===== src/hw/rcq_pkg.sv =====
// Constants, types and decode functions for the ring cadence qualifier
`default_nettype none
package rcq_pkg;

  // ----------------------------------------
  // Timing
  // ----------------------------------------
  localparam int CLK_HZ        = 40_000_000;
  localparam int TICK_MS       = 2;
  localparam int TICK_CYCLES   = CLK_HZ / 1000 * TICK_MS;
  localparam int PRE_W         = 17;
  localparam int TMR_W         = 10;
  localparam int CAD_W         = 6;
  localparam int RTO_80_MS     = 80;
  localparam int RTO_128_MS    = 128;
  localparam int RTO_256_MS    = 256;
  localparam int DELAY_STEP_MS = 256;
  localparam int CONFIRM_MS [8] = '{100, 150, 200, 256, 384, 512, 640, 1024};

  // ----------------------------------------
  // Register map and fields
  // ----------------------------------------
  localparam logic [7:0] OFS_CTRL  = 8'h00;
  localparam logic [7:0] OFS_MINF  = 8'h04;
  localparam logic [7:0] OFS_TMOX  = 8'h08;
  localparam logic [7:0] OFS_STAT  = 8'h0C;
  localparam logic [7:0] OFS_MASK  = 8'h10;
  localparam logic [7:0] OFS_STATE = 8'h14;

  localparam logic [7:0]       CTRL_RST = 8'h88;
  localparam logic [CAD_W-1:0] MINF_RST = 6'h19;
  localparam logic [7:0]       TMOX_RST = 8'h16;

  localparam int CTRL_EN_BIT  = 7;
  localparam int CTRL_DLY_LSB = 4;
  localparam int CTRL_CC_LSB  = 1;
  localparam int TMOX_RTO_LSB = 4;
  localparam int TMOX_RMX_LSB = 0;
  localparam int SR_DET_BIT   = 8;
  localparam int SR_ACT_BIT   = 9;

  localparam int ST_W   = 3;
  localparam int ST_IND = 0;
  localparam int ST_INV = 1;
  localparam int ST_END = 2;

  typedef enum logic [1:0] {RCQ_IDLE, RCQ_QUAL, RCQ_DELAY, RCQ_RING} rcq_state_t;

  // ----------------------------------------
  // Decoders
  // ----------------------------------------
  function automatic logic [TMR_W-1:0] ms_to_ticks(input int ms);
    return TMR_W'(ms / TICK_MS);
  endfunction

  function automatic logic [TMR_W-1:0] rto_ticks(input logic [3:0] code);
    int ms;
    ms = (code == 4'h0) ? RTO_80_MS : (code == 4'h1) ? RTO_128_MS : RTO_256_MS;
    return ms_to_ticks(ms);
  endfunction

  function automatic logic [TMR_W-1:0] confirm_ticks(input logic [2:0] code);
    return ms_to_ticks(CONFIRM_MS[code]);
  endfunction

  function automatic logic [TMR_W-1:0] delay_ticks(input logic [2:0] code);
    return ms_to_ticks(DELAY_STEP_MS * int'(code));
  endfunction

endpackage
`default_nettype wire


===== src/hw/rcq_top.sv =====
// Ring cadence qualifier: register slave, cadence checks and ring state
//
// The placing of the registers and register access over Wishbone were decided locally.
`default_nettype none
module rcq_top
  import rcq_pkg::*;
#(
  parameter int TICK_PERIOD = TICK_CYCLES
)
(
  input  wire logic        clk_in,
  input  wire logic        rst_in,
  input  wire logic        wb_cyc_in,
  input  wire logic        wb_stb_in,
  input  wire logic        wb_we_in,
  input  wire logic [7:0]  wb_adr_in,
  input  wire logic [3:0]  wb_sel_in,
  input  wire logic [31:0] wb_dat_in,
  output logic      [31:0] wb_dat_out,
  output logic             wb_ack_out,
  input  wire logic        tip_ring_event_in,
  output logic             ring_detect_out,
  output logic             ring_active_out,
  output logic             irq_out
);

  // ----------------------------------------
  // Declarations
  // ----------------------------------------
  logic [7:0]       ctrl;
  logic [CAD_W-1:0] ras;
  logic [7:0]       tmox;
  logic [ST_W-1:0]  status;
  logic [ST_W-1:0]  mask;
  logic [ST_W-1:0]  ev_vec;
  logic [ST_W-1:0]  w1c;
  logic [31:0]      rd_word;
  logic [CAD_W-1:0] cad_cnt;
  logic [CAD_W-1:0] max_cnt;
  logic [TMR_W-1:0] phase_limit;
  logic [PRE_W:0]   tick_since;
  rcq_state_t       state;
  rcq_state_t       next_state;
  logic             bus_req;
  logic             bus_wr;
  logic             enable;
  logic             ev_take;
  logic             checking;
  logic             too_slow;
  logic             too_fast;
  logic             invalid;
  logic             tick;
  logic             pre_clear;
  logic             phase_clear;
  logic             phase_done;
  logic             end_clear;
  logic             end_done;
  logic             ring_over;
  logic             ev_indicate;

  // ----------------------------------------
  // Wishbone slave
  // ----------------------------------------
  // Answer one cycle after the request; the ack gap keeps a held request
  // from being taken twice.
  assign bus_req = wb_cyc_in && wb_stb_in && !wb_ack_out;
  assign bus_wr  = bus_req && wb_we_in && wb_sel_in[0];

  always_ff @(posedge clk_in or posedge rst_in)
  begin
    if (rst_in)
      wb_ack_out <= 1'b0;
    else
      wb_ack_out <= bus_req;
  end

  always_comb
  begin
    rd_word = '0;
    case (wb_adr_in)
      OFS_CTRL:
        rd_word[7:0] = {ctrl[7:1], 1'b0};
      OFS_MINF:
        rd_word[CAD_W-1:0] = ras;
      OFS_TMOX:
        rd_word[7:0] = tmox;
      OFS_STAT:
        rd_word[ST_W-1:0] = status;
      OFS_MASK:
        rd_word[ST_W-1:0] = mask;
      OFS_STATE:
      begin
        rd_word[CAD_W-1:0] = cad_cnt;
        rd_word[SR_DET_BIT] = ring_detect_out;
        rd_word[SR_ACT_BIT] = ring_active_out;
      end
      default:
        rd_word = '0;
    endcase
  end

  always_ff @(posedge clk_in or posedge rst_in)
  begin
    if (rst_in)
      wb_dat_out <= '0;
    else if (bus_req && !wb_we_in)
      wb_dat_out <= rd_word;
  end

  // ----------------------------------------
  // Control registers
  // ----------------------------------------
  // Bit 0 of the validation control must stay zero, so writes never set it
  always_ff @(posedge clk_in or posedge rst_in)
  begin
    if (rst_in)
      ctrl <= CTRL_RST;
    else if (bus_wr && wb_adr_in == OFS_CTRL)
      ctrl <= {wb_dat_in[7:1], 1'b0};
  end

  always_ff @(posedge clk_in or posedge rst_in)
  begin
    if (rst_in)
      ras <= MINF_RST;
    else if (bus_wr && wb_adr_in == OFS_MINF)
      ras <= wb_dat_in[CAD_W-1:0];
  end

  always_ff @(posedge clk_in or posedge rst_in)
  begin
    if (rst_in)
      tmox <= TMOX_RST;
    else if (bus_wr && wb_adr_in == OFS_TMOX)
      tmox <= wb_dat_in[7:0];
  end

  always_ff @(posedge clk_in or posedge rst_in)
  begin
    if (rst_in)
      mask <= '0;
    else if (bus_wr && wb_adr_in == OFS_MASK)
      mask <= wb_dat_in[ST_W-1:0];
  end

  // ----------------------------------------
  // Interrupt status
  // ----------------------------------------
  assign ev_vec[ST_IND] = ev_indicate;
  assign ev_vec[ST_INV] = invalid;
  assign ev_vec[ST_END] = ring_over;
  assign w1c = (bus_wr && wb_adr_in == OFS_STAT) ? wb_dat_in[ST_W-1:0] : '0;

  // An event in the clearing cycle wins, so none is lost
  always_ff @(posedge clk_in or posedge rst_in)
  begin
    if (rst_in)
      status <= '0;
    else
      status <= (status & ~w1c) | ev_vec;
  end

  assign irq_out = |(status & mask);

  // ----------------------------------------
  // Step tick and cadence checks
  // ----------------------------------------
  assign enable    = ctrl[CTRL_EN_BIT];
  assign ev_take   = enable && tip_ring_event_in;
  assign pre_clear = ev_take || !enable;

  rcq_tick_gen #(
    .CYCLES   (TICK_PERIOD)
  ) u_tick (
    .clk_in   (clk_in),
    .rst_in   (rst_in),
    .clear_in (pre_clear),
    .tick_out (tick)
  );

  always_ff @(posedge clk_in or posedge rst_in)
  begin
    if (rst_in)
      cad_cnt <= '0;
    else if (!enable)
      cad_cnt <= '0;
    else if (ev_take)
      cad_cnt <= ras;
    else if (tick && cad_cnt != '0)
      cad_cnt <= cad_cnt - 1'b1;
  end

  // Only events after the first one of a qualification are judged
  assign max_cnt  = CAD_W'(tmox[TMOX_RMX_LSB +: 4]);
  assign checking = (state == RCQ_QUAL) || (state == RCQ_DELAY);
  assign too_slow = ev_take && checking && (cad_cnt == '0);
  assign too_fast = ev_take && checking && (cad_cnt > max_cnt);
  assign invalid  = too_slow || too_fast;

  // ----------------------------------------
  // Confirmation, delay and end timers
  // ----------------------------------------
  // One timer serves both phases; it restarts when the phase changes
  assign phase_limit = (state == RCQ_QUAL) ?
                       confirm_ticks(ctrl[CTRL_CC_LSB +: 3]) :
                       delay_ticks(ctrl[CTRL_DLY_LSB +: 3]);
  assign phase_clear = (state == RCQ_IDLE) || invalid ||
                       (state == RCQ_QUAL && next_state == RCQ_DELAY);

  rcq_tick_timer u_phase (
    .clk_in   (clk_in),
    .rst_in   (rst_in),
    .clear_in (phase_clear),
    .tick_in  (tick),
    .limit_in (phase_limit),
    .done_out (phase_done)
  );

  assign end_clear = ev_take || (state == RCQ_IDLE);

  rcq_tick_timer u_end (
    .clk_in   (clk_in),
    .rst_in   (rst_in),
    .clear_in (end_clear),
    .tick_in  (tick),
    .limit_in (rto_ticks(tmox[TMOX_RTO_LSB +: 4])),
    .done_out (end_done)
  );

  assign ring_over = enable && (state != RCQ_IDLE) && end_done && !ev_take;

  // ----------------------------------------
  // Ring state
  // ----------------------------------------
  // A rejected event starts a fresh qualification with itself as first
  always_comb
  begin
    next_state = state;
    unique case (state)
      RCQ_IDLE:
        if (ev_take)
          next_state = RCQ_QUAL;
      RCQ_QUAL:
        if (ring_over)
          next_state = RCQ_IDLE;
        else if (phase_done && !invalid)
          next_state = RCQ_DELAY;
      RCQ_DELAY:
        if (ring_over)
          next_state = RCQ_IDLE;
        else if (invalid)
          next_state = RCQ_QUAL;
        else if (phase_done)
          next_state = RCQ_RING;
      RCQ_RING:
        if (ring_over)
          next_state = RCQ_IDLE;
    endcase
    if (!enable)
      next_state = RCQ_IDLE;
  end

  always_ff @(posedge clk_in or posedge rst_in)
  begin
    if (rst_in)
      state <= RCQ_IDLE;
    else
      state <= next_state;
  end

  assign ev_indicate = (state != RCQ_RING) && (next_state == RCQ_RING);

  always_ff @(posedge clk_in or posedge rst_in)
  begin
    if (rst_in)
    begin
      ring_detect_out <= 1'b0;
      ring_active_out <= 1'b0;
    end
    else
    begin
      ring_detect_out <= (next_state == RCQ_RING);
      ring_active_out <= (next_state != RCQ_IDLE);
    end
  end

  // ----------------------------------------
  // Checks
  // ----------------------------------------
  always_ff @(posedge clk_in or posedge rst_in)
  begin
    if (rst_in)
      tick_since <= '0;
    else if (pre_clear)
      tick_since <= '0;
    else if (tick)
      tick_since <= (PRE_W+1)'(1);
    else
      tick_since <= tick_since + 1'b1;
  end
endmodule
`default_nettype wire


===== src/hw/rcq_tick_gen.sv =====
// Prescaler that turns the system clock into the 2 ms step tick
`default_nettype none
module rcq_tick_gen
  import rcq_pkg::*;
#(
  parameter int CYCLES = TICK_CYCLES
)
(
  input  wire logic clk_in,
  input  wire logic rst_in,
  input  wire logic clear_in,
  output logic      tick_out
);

  localparam logic [PRE_W-1:0] LAST = PRE_W'(CYCLES - 1);

  logic [PRE_W-1:0] count;

  // Restarted on each event so that a step is measured from the event
  always_ff @(posedge clk_in or posedge rst_in)
  begin
    if (rst_in)
      count <= '0;
    else if (clear_in || count == LAST)
      count <= '0;
    else
      count <= count + 1'b1;
  end

  always_ff @(posedge clk_in or posedge rst_in)
  begin
    if (rst_in)
      tick_out <= 1'b0;
    else
      tick_out <= !clear_in && (count == LAST);
  end

endmodule
`default_nettype wire


===== src/hw/rcq_tick_timer.sv =====
// Saturating tick counter that reports when a programmed limit is reached
`default_nettype none
module rcq_tick_timer
  import rcq_pkg::*;
(
  input  wire logic             clk_in,
  input  wire logic             rst_in,
  input  wire logic             clear_in,
  input  wire logic             tick_in,
  input  wire logic [TMR_W-1:0] limit_in,
  output logic                  done_out
);

  logic [TMR_W-1:0] count;

  // Saturates so a long wait never wraps back below the limit
  always_ff @(posedge clk_in or posedge rst_in)
  begin
    if (rst_in)
      count <= '0;
    else if (clear_in)
      count <= '0;
    else if (tick_in && count < limit_in)
      count <= count + 1'b1;
  end

  assign done_out = (count >= limit_in);

endmodule
`default_nettype wire


===== config.mk =====
export PLATFORM = sky130hd
export DESIGN_NAME = rcq_top
export DESIGN_NICKNAME = d
export VERILOG_FILES = /design/src/hw/rcq_pkg.sv /design/src/hw/rcq_top.sv /design/src/hw/rcq_tick_gen.sv /design/src/hw/rcq_tick_timer.sv
export SDC_FILE = /design/constraint.sdc
export NUM_CORES = 1
export LEC_CHECK = 0
export ABC_AREA = 0
export BUFFER_PORTS_ARGS = -buffer_cell sky130_fd_sc_hd__buf_2
export CORE_MARGIN = 4
export CORE_UTILIZATION = 40
export DETAILED_ROUTE_END_ITERATION = 10
export SETUP_SLACK_MARGIN = 0.02
export SYNTH_ARGS = -nofsm -noshare
export SYNTH_HDL_FRONTEND = slang
export SYNTH_SLANG_ARGS = --single-unit
export TNS_END_PERCENT = 100

===== constraint.sdc =====
create_clock -name clk_in -period 2.9 [get_ports clk_in]
set_input_delay 0.435 -clock clk_in [delete_from_list [all_inputs] [get_ports clk_in]]
set_output_delay 0.435 -clock clk_in [all_outputs]
set_load 0.01 [all_outputs]

## Yosys cells after proc, flatten, opt, wreduce, memory -nomap -nowiden

Memory sizes are Yosys's and may differ from the RTL's.
Cells that the tools add are included.

| storage, ports and cells | value |
|---|---|
| flip-flop bits (word level) | 86 |
| word-level logic and storage cells | 123 |
| memory bits (read-only) | 256 |
| latch bits | 0 |
| bits of input ports | 50 |
| bits in writable memories | 0 |
| memories | 1 |

| operators by class | value |
|---|---|
| multiplexer cells | 27 |
| multipliers | 0 |
| bitwise operators | 7 |
| reduce and logical (&&, ||, !) cells | 47 |
| equal/unequal tests | 14 |
| magnitude comparators | 6 |
| add/subtract/negate cells | 6 |
| div/mod/pow operators | 0 |
| shift-type cells | 0 |

Memories:

| name | depth | bits a word | rd ports | clocked after Yosys merged registers in | wr ports | line | text |
|---|---|---|---|---|---|---|---|
| (no name shown) | 8 | 32 | 1 | 0 | 0 | rcq_pkg.sv:63 | `return ms_to_ticks(CONFIRM_MS[code]);` |

Operators by type and width:

| cell | number |
|---|---|
| $mux W32 | 2 |
| $mux W10 | 5 |
| $logic_and A1 B1 Y1 | 24 |
| $add A10 B1 Y10 | 2 |
| $add A10 B1 Y10 const B | 2 |
| $ge A10 B10 Y1 | 2 |
| $lt A10 B10 Y1 | 2 |
| $mux W2 | 9 |
| $mux W6 | 3 |
| $mux W9 | 2 |
| $pmux W3 S6 | 1 |
| $add A17 B1 Y17 const B | 1 |
| $eq A17 B17 Y1 const B | 1 |
| $mux W17 | 1 |
| $eq A8 B4 Y1 const B | 2 |
| $eq A8 B5 Y1 const B | 2 |
| $pmux W3 S4 | 1 |
| $eq A2 B2 Y1 const B | 4 |
| $eq A8 B3 Y1 const B | 1 |
| $logic_not A8 Y1 | 1 |
| $pmux W2 S4 | 1 |
| $reduce_bool A2 Y1 | 4 |
| $logic_or A1 B1 Y1 | 7 |
| $and A3 B3 Y3 | 2 |
| other kinds (20) | 25 |

## Logic depth before layout (Yosys ltp)

Gate-level depths: netlist of run 1.

| depth | value |
|---|---|
| word-level depth | 17 |
| mapped depth | 14 |
| mapped depth without buffers | 13 |

## By module

Synthesis of run 1 repeated with hierarchy kept, for this count alone.

| unflattened totals | value |
|---|---|
| cells, all modules | 590 |
| area, all modules | 5647.9 um2 |

By module, submodules not included:

| module | cells an instance | times used | area each (um2) |
|---|---|---|---|
| rcq_top | 300 | 1 | 2992.9 |
| rcq_tick_timer | 100 | 2 | 859.6 |
| rcq_tick_gen | 90 | 1 | 935.9 |

## Least setup slack after synthesis of run 1

OpenSTA, ideal clock, no wires.

| path | value |
|---|---|
| path type | register to register |
| start point | register state[1] |
| end point | register u_phase.count[2] |
| arrival | 2.616 ns |
| setup slack | 0.152 ns |
| buffers on the path | 1 |
| data required time | 2.767 ns |
| stages on the path, launching flop included | 14 |
| path through | dfrtp_1 inv_1 ha_1 buf_2 nor2b_1 nand2_1 ha_1 a211o_1 a21oi_1 a21o_1 o2bb2ai_1 a31oi_1 o21ai_2 nor2_1 |

| on the way | value |
|---|---|
| word-level cells in the longest chain between the ends | 15 |

RTL lines:

| item | line | text |
|---|---|---|
| start: declaration | rcq_top.sv:42 | `rcq_state_t state;` |
| start signal: assignment | rcq_top.sv:268 | `state <= next_state;` |
| branches (longest 15 deep; another with $ge A10 B10 Y1) | n/a |  |
| end signal: assignment | rcq_tick_timer.sv:24 | `count <= count + 1'b1;` |
| end: declaration | rcq_tick_timer.sv:14 | `logic [TMR_W-1:0] count;` |

Several ways; the timed one is not identified.
A chain may end at the register's enable or synchronous reset.

## Final worst setup path of run 1

| path | value |
|---|---|
| start point | register ctrl[2] |
| end point | register u_phase.count[8] |

| on the way | value |
|---|---|
| word-level cells in the longest chain between the ends | 17 |

RTL lines:

| item | line | text |
|---|---|---|
| start: declaration | rcq_top.sv:30 | `logic [7:0] ctrl;` |
| start signal: assignment | rcq_top.sv:119 | `ctrl <= {wb_dat_in[7:1], 1'b0};` |
| $not A3 Y4 (implied by the code) (*) | rcq_pkg.sv:63 |  |
| $mem_v2 Z8 W32 (*) | n/a |  |
| $mux W32 (implied by the code) (*) (2 in a row) | rcq_pkg.sv:63 |  |
| $and A1 B1 Y1 (no line) | n/a |  |
| $add A10 B1 Y10 (no line) (*) | n/a |  |
| $mux W10 (*) | rcq_top.sv:204 | `assign phase_limit = (state == RCQ_QUAL) ?` |
| $ge A10 B10 Y1 | rcq_tick_timer.sv:27 | `assign done_out = (count >= limit_in);` |
| $mux W2 or $logic_and A1 B1 Y1 (tied branches) | rcq_top.sv:253, rcq_top.sv:246 |  |
| $mux W2 (on tied branches) | rcq_top.sv:251, rcq_top.sv:246 |  |
| $mux W2 (on tied branches) | rcq_top.sv:249, rcq_top.sv:244 |  |
| $pmux W2 S4 | rcq_top.sv:239 | `unique case (state)` |
| $mux W2 | rcq_top.sv:259 | `if (!enable)` |
| $eq A2 B2 Y1 | rcq_top.sv:208 | `(state == RCQ_QUAL && next_state == RCQ_DELAY);` |
| $logic_and A1 B1 Y1 | rcq_top.sv:208 |  |
| $logic_or A1 B1 Y1 | rcq_top.sv:207 | `assign phase_clear = (state == RCQ_IDLE) \|\| invalid \|\|` |
| $mux W10 or $reduce_bool A2 Y1 (tied branches) | n/a |  |

Every way passes the cells marked *; elsewhere a longest branch is shown, timed or not. The select of a mux whose other input is x is not followed.

==> results.ini, run 1 <==
[clock_tree]
clockBufferDepth = 2
clkTransAtPathRegs_ps = 70
numCtsBuffers = 9
cts.sinks = 86
clk_latency_ps = 350
cts_root_buf = clkbuf_16
cts_tree = built
cts_max_level = 3

[synthesis]
synthMuxAreaShare_pct = 7.41
synth_simple_gate_area_share_pct = 18.0
async_reset_ff_share_pct = 100
postSynthCellCount = 527
synth_edf_count = 0
synth_compound_area_share_pct = 12.6
synth_top_family_by_area = simple AND/OR/NAND/NOR gates
synthXorXnorAreaFrac_pct = 5.52
syn_avg_cell_area_sq_um = 9.64
synthFlopType = dfrtp_1
yosysSeqAreaShare_pct = 42.6
ys_types = 59
ys_seq_elements = 86
synthAdderAreaFrac_pct = 7.64
syn-cell-area_sq_um = 5080
yosys_warnings = 0

[final_layout]
post-route-util_pct = 47.8
fin_area_sq_um = 5840
drive_gt1_share_pct = 21.1
n_antenna_cell = 0
area_delta_synth_final_pct = 14.9
n_fill_cell = 1168
final_nets = 653

[sta]
period_share_pct = 92.7
setup-tns-final_ps = 0
timing.fmax_ghz = 0.372
min_period_ps = 2690
setup_viol_count_final = 0
worst_pin_slew_ps = 721
finalMaxSlewViolations = 0
clock_skew_ps = 11.5
hold_viol_final = 0
max-slew-margin-rel_pct = 51.7
rsz0062_at_grt = no

[floorplan]
core_region_area_sq_um = 12200
die_w_um = 121
dieArea_sq_um = 14600
fp.dieH_um = 121
start_util_pct = 41.6
num_rows = 40
pin_count = 86

[setup_path]
cp-end-kind = flop
crit_required_ps = 3130
ff2ff_setup_slack_ps = 210
cp-start-kind = flop
arrival_ps = 2920
crit_fanout = 5
path_class = reg2reg

[detailed_routing]
firstDrtPassIters = 4
remaining_drc_errors = 0
wl_mm = 10.9
routedWlPerCell_um = 14.7
drt_iter0_drc = 272
vias = 3764
vias_per_cell = 5.05
antenna_left = 0

[placement]
hpwl_mm = 8.18
gp_congestion = 0.801
placedInstanceArea_sq_um = 5400
io_buffer_count = 36

[power]
p_int_mw = 2.26
p_comb_share_pct = 4.0
powerDensity_nw_per_um2 = 483
ir_drop_mv = 0.354
p_switching_uw = 562
p_sw_share_pct = 19.9
p_leak_nw = 2.69
pwr-share-clk_pct = 53.0
p_seq_share_pct = 43.0

[global_routing]
track_usage_pct = 15.7
grt_pass1_wl_mm = 18.3
grt_max_degree = 42
overflow = 0
antenna_found_initial = 0
grt_pass1_vias = 3748

[outcome]
status = finished, final reports clean

[worst_hold_path]
hold_class = in2reg

[job]
cap_violations = 0

-- power by group through the flow --
stage               Clock [mW]  Combinational (mW)  Sequential (mW)
floorplan                    0              0.0910             1.24
global placement             0               0.112             1.23
detailed placement           0               0.114             1.24
CTS                       1.52               0.115             1.21
global route              1.57               0.129             1.21
finish                    1.49               0.113             1.21
-- logic make-up after synthesis --
| group | Yosys count |
|---|---|
| AND/OR/NAND/NOR | 194 |
| AO/OA/AOI/OAI | 90 |
| flip-flops | 86 |
| buffers and inverters | 59 |
| multiplexers | 34 |
| XOR/XNOR | 32 |
| adder cells (fa/ha/maj) | 31 |
| other | 1 |
-- synth_stat cells, drive strengths merged, types with 2 or more instances --
cell	number	share of area [%]
dfrtp	78	38
or2	2	0.25
inv	24	1.8
nor3	7	0.89
o21ai	18	1.8
and4	2	0.39
nand4	12	1.5
a211o	2	0.34
nor2	67	5.0
a22oi	5	0.74
and2	10	1.2
nand2b	3	0.52
o21a	2	0.30
mux2	29	6.4
ha	31	7.6
a21oi	23	2.6
xor2	21	3.6
o31ai	2	0.30
and3	5	0.64
or3	3	0.37
clkbuf	5	0.37
xnor2	11	1.9
o211ai	2	0.30
nor2b	6	0.74
a22o	9	1.6
a2111oi	2	0.84
nand2	53	4.0
a31oi	9	1.1
a21o	7	1.0
mux2i	5	0.99
buf	30	4.0
dfstp	8	4.1
nand3	21	2.1
-- per-stage QoR --
| step | setup slack (ps) | power, mW | instances | hold WS (ps) |
|---|---|---|---|---|
| 2_1_floorplan | 152 | 1.33 | 548 | 455 |
| 3_3_place_gp | 139 | 1.35 | 726 | 360 |
| 3_5_place_dp | 118 | 1.35 | 726 | 365 |
| 4_1_cts | 99.1 | 2.85 | 743 | 323 |
| 5_1_grt | 13.7 | 2.92 | 745 | 322 |
| 6_report | 211 | 2.82 | 745 | 331 |
-- cell usage in the layout, fill, tap and decap left out, drive strengths merged, types with 2 or more instances in the layout --
cell type / instances
xor2: 21
ha: 31
bufinv: 5
a21oi: 23
o31ai: 2
mux2: 29
and3: 5
dfstp: 8
a22o: 9
conb: 22
nand2: 53
or3: 3
mux2i: 5
xnor2: 11
nor2b: 6
a2111oi: 2
nor2: 67
nor3: 7
buf: 47
o211ai: 2
a31oi: 9
inv: 23
and2: 10
or2: 2
o21a: 2
nand3: 21
a22oi: 5
o21ai: 18
nand2b: 3
dfrtp: 78
nand4: 12
clkbuf: 10
and4: 2
a21o: 7
a211o: 2
clkinv: 2
-- critical path: stages (launching register included) --
cell and delay, ps:
dfrtp_1 430, inv_1 100, ha_1 200, mux2i_1 150, nand2_1 70, o21ai_0 70
ha_1 270, a211o_1 330, a21oi_4 210, nand2_2 110, nor3_2 180, buf_4 150
nand4_1 100, xor2_1 150, nor2_1 50
-- layer usage --
metal	GRT usage, %	share of wire (%)	vias to the layer above
met5	0	0	-
met4	4.67	1.7	0
met3	4.63	4.7	13
met2	24.6	46	73
met1	21.1	48	1799
li1	-	-	1879
-- layout make-up --
| class | count | area [sq um] | area share [%] |
|---|---|---|---|
| inverter | 24 | 91.3 | 1.56 |
| timing repair buffer | 48 | 277 | 4.74 |
| multi-input combinational | 403 | 2710 | 46.4 |
| tap | 168 | 210 | 3.60 |
| sequential | 86 | 2160 | 37.1 |
| clock buffer | 10 | 229 | 3.92 |
| clock inverter | 6 | 159 | 2.72 |
-- sequential cells by signal, indices dropped and copies added, names as in the netlist --
| register | cells |
|---|---|
| cad_cnt | 6 |
| ctrl | 7 |
| mask | 3 |
| ras | 6 |
| ring_active_out | 1 |
| ring_detect_out | 1 |
| state | 2 |
| status | 3 |
| tmox | 8 |
| u_end.count | 10 |
| u_phase.count | 10 |
| u_tick.count | 17 |
| u_tick.tick_out | 1 |
| wb_ack_out | 1 |
| wb_dat_out | 10 |
-- worst paths after layout --
check / endpoint / startpoint / cells after the start
worst max-delay path: u_phase.count[8]$_DFFE_PP0P_ / ctrl[2]$_DFFE_PP0P_ / 14
worst min-delay path: wb_ack_out$_DFF_PP0_ / wb_stb_in / 3
worst max register to register: u_phase.count[8]$_DFFE_PP0P_ / ctrl[2]$_DFFE_PP0P_ / 14
worst min register to register: wb_ack_out$_DFF_PP0_ / wb_ack_out$_DFF_PP0_ / 1
max in group asynchronous: ctrl[1]$_DFFE_PP0P_ / rst_in / 4
min in group asynchronous: u_phase.count[3]$_DFFE_PP0P_ / rst_in / 3
-- what timing repair did --
item | in CTS | in global routing
hold buffers | 1 | 0
endpoints found under the setup margin | 0 | 14
endpoints found under the hold margin | 4 | 0
resized for setup | 0 | 8
setup buffers | 0 | 2
(Power assumes the default switching activity.)
==> run 2, diff against run 1 <==
--- a/config.mk
+++ b/config.mk
@@ -9,6 +9,7 @@
 export BUFFER_PORTS_ARGS = -buffer_cell sky130_fd_sc_hd__buf_2
 export CORE_MARGIN = 4
 export CORE_UTILIZATION = 40
+export CTS_BUF_LIST = sky130_fd_sc_hd__clkbuf_4
 export DETAILED_ROUTE_END_ITERATION = 10
 export SETUP_SLACK_MARGIN = 0.02
 export SYNTH_ARGS = -nofsm -noshare
==> run 2 against run 1 <==
  * Count of clock-buffer cells in the layout is the same
  * Final cell count did not move
  * Clock power shrank 31%
  * Cell area decreased by 2.6%
  * Critical endpoint is now u_phase.count[7]$_DFFE_PP0P_
  * Largest power group is now sequential cells
  * Highest routed layer unchanged
==> results.ini, run 2 (synthesis gave the netlist of run 1 again) <==
[worst_hold_path]
hold_class = in2reg

[sta]
setup_viol_count_final = 0
max-slew-margin-rel_pct = 51.2
timing.fmax_ghz = 0.374
setup_ws_ps = 229
finalMaxSlewViolations = 0
hold_viol_final = 0
min_period_ps = 2670
period_share_pct = 92.1
worst_pin_slew_ps = 728
clock_skew_ps = 24.9

[detailed_routing]
wl_mm = 10.8
drt_iter0_drc = 239
remaining_drc_errors = 0
routedWlPerCell_um = 14.5
vias = 3785
firstDrtPassIters = 4
antenna_left = 0
vias_per_cell = 5.08

[global_routing]
grt_pass1_wl_mm = 18.2
grt_pass1_vias = 3759
track_usage_pct = 15.5
antenna_found_initial = 0
grt_max_degree = 42
overflow = 0

[clock_tree]
clk_latency_ps = 460
clkTransAtPathRegs_ps = 150
cts_root_buf = clkbuf_4
numCtsBuffers = 9
clockBufferDepth = 2
cts_tree = built
cts.sinks = 86
cts_max_level = 3

[setup_path]
crit_required_ps = 3240
cp-start-kind = flop
max_stage_delay_ps = 430
arrival_ps = 3010
path_cells = inv_1, ha_1, mux2i_1, nand2_1, o21ai_0, ha_1, a211o_1, a21oi_4, buf_4, o2bb2ai_1, a31oi_1, o21ai_2, buf_6, nor2_1
slowest_stage = dfrtp_2
ff2ff_setup_slack_ps = 230
path_class = reg2reg
critPathMostFrequentCell = ha_1
cp-end-kind = flop
crit_fanout = 10

[floorplan]
num_rows = 40
dieArea_sq_um = 14600
pin_count = 86
fp.dieH_um = 121
start_util_pct = 41.6
core_region_area_sq_um = 12200
die_w_um = 121

[power]
p_seq_share_pct = 51.4
ir_drop_mv = 0.272
p_switching_uw = 498
p_sw_share_pct = 21.1
p_int_mw = 1.86
pwr-share-clk_pct = 43.8
p_comb_share_pct = 4.8
p_leak_nw = 2.64
powerDensity_nw_per_um2 = 415

[final_layout]
final_nets = 653
n_fill_cell = 1199
n_antenna_cell = 0
final_common_cell = dfrtp_1
drive_gt1_share_pct = 21.7
largest_reg_flops = 17
final_cell_mix = dfrtp_1 (76), nor2_1 (65), nand2_1 (52)
post-route-util_pct = 46.5
largest_register = u_tick.count
area_delta_synth_final_pct = 11.9

[job]
cap_violations = 0

[placement]
gp_congestion = 0.801
place_ws_ps = 118
hpwl_mm = 8.18
io_buffer_count = 36

[outcome]
status = finished, final reports clean

==> run 2: cell counts in the layout (fill, tap and decap cells not counted) <==
No cell type changed its count.
==> run 2: repair_timing <==
action,in CTS,in global routing
endpoints found under the hold margin,11,0
setup buffers,0,2
endpoints found under the setup margin,0,14
hold buffers,1,0
gates resized for setup,0,10
==> run 2: final timing paths <==
check | from | endpoint | depth (start not counted)
max in group asynchronous | rst_in | ctrl[2]$_DFFE_PP0P_ | 4
worst max register to register | ctrl[1]$_DFFE_PP0P_ | u_phase.count[7]$_DFFE_PP0P_ | 14
worst max-delay path | ctrl[1]$_DFFE_PP0P_ | u_phase.count[7]$_DFFE_PP0P_ | 14
worst min-delay path | wb_stb_in | wb_ack_out$_DFF_PP0_ | 3
worst min register to register | wb_ack_out$_DFF_PP0_ | wb_ack_out$_DFF_PP0_ | 1
min in group asynchronous | rst_in | u_phase.count[3]$_DFFE_PP0P_ | 3
==> run 2: layout make-up <==
cell class	instances	area, sq um	share of cell area, %
Inverter	24	91.3	1.61
Sequential cell	86	2160	38.1
Multi-Input combinational cell	403	2710	47.6
Clock inverter	6	159	2.80
Clock buffer	10	75.1	1.32
Timing Repair Buffer	48	277	4.87
Tap cell	168	210	3.70
==> run 2: metrics by stage <==
| step | std cells | hold slack [ps] | total power [mW] | area [sq um] | setup TNS [ps] |
|---|---|---|---|---|---|
| 6_report | 745 | 201 | 2.36 | 5680 | 0 |
| 5_1_grt | 745 | 165 | 2.46 | 5680 | -4.54 |
| 4_1_cts | 743 | 172 | 2.40 | 5640 | 0 |
| 3_5_place_dp | 726 | 365 | 1.35 | 5400 | 0 |
| 3_3_place_gp | 726 | 360 | 1.35 | 5400 | 0 |
| 2_1_floorplan | 548 | 455 | 1.33 | 5160 | 0 |
==> run 2: worst max-delay path, delay by kind of cell, from the launching register on <==
| family | cells | cell delay, ps |
|---|---|---|
| AND/OR/NAND/NOR | 2 | 120 |
| adder cells (fa/ha/maj) | 2 | 480 |
| buffers and inverters | 3 | 380 |
| AO/OA/AOI/OAI | 6 | 990 |
| multiplexers | 1 | 150 |
| flip-flops | 1 | 430 |
==> run 2: layer usage <==
metal | vias to the layer above | GRT usage (%) | share of wire (%) | wire length (um)
li1 | 1880 | - | - | -
met2 | 80 | 24.8 | 47 | 5130
met4 | 0 | 4.82 | 1.5 | 157
met5 | - | 0 | 0 | 0
met3 | 12 | 3.70 | 4.8 | 525
met1 | 1813 | 21.0 | 46 | 5010
==> run 2: power by group through the flow <==
stage	sequential [mW]	combinational [mW]	clock, mW
floorplan	1.24	0.0910	0
global placement	1.23	0.112	0
detailed placement	1.24	0.114	0
CTS	1.21	0.115	1.07
global route	1.21	0.129	1.12
finish	1.21	0.113	1.03
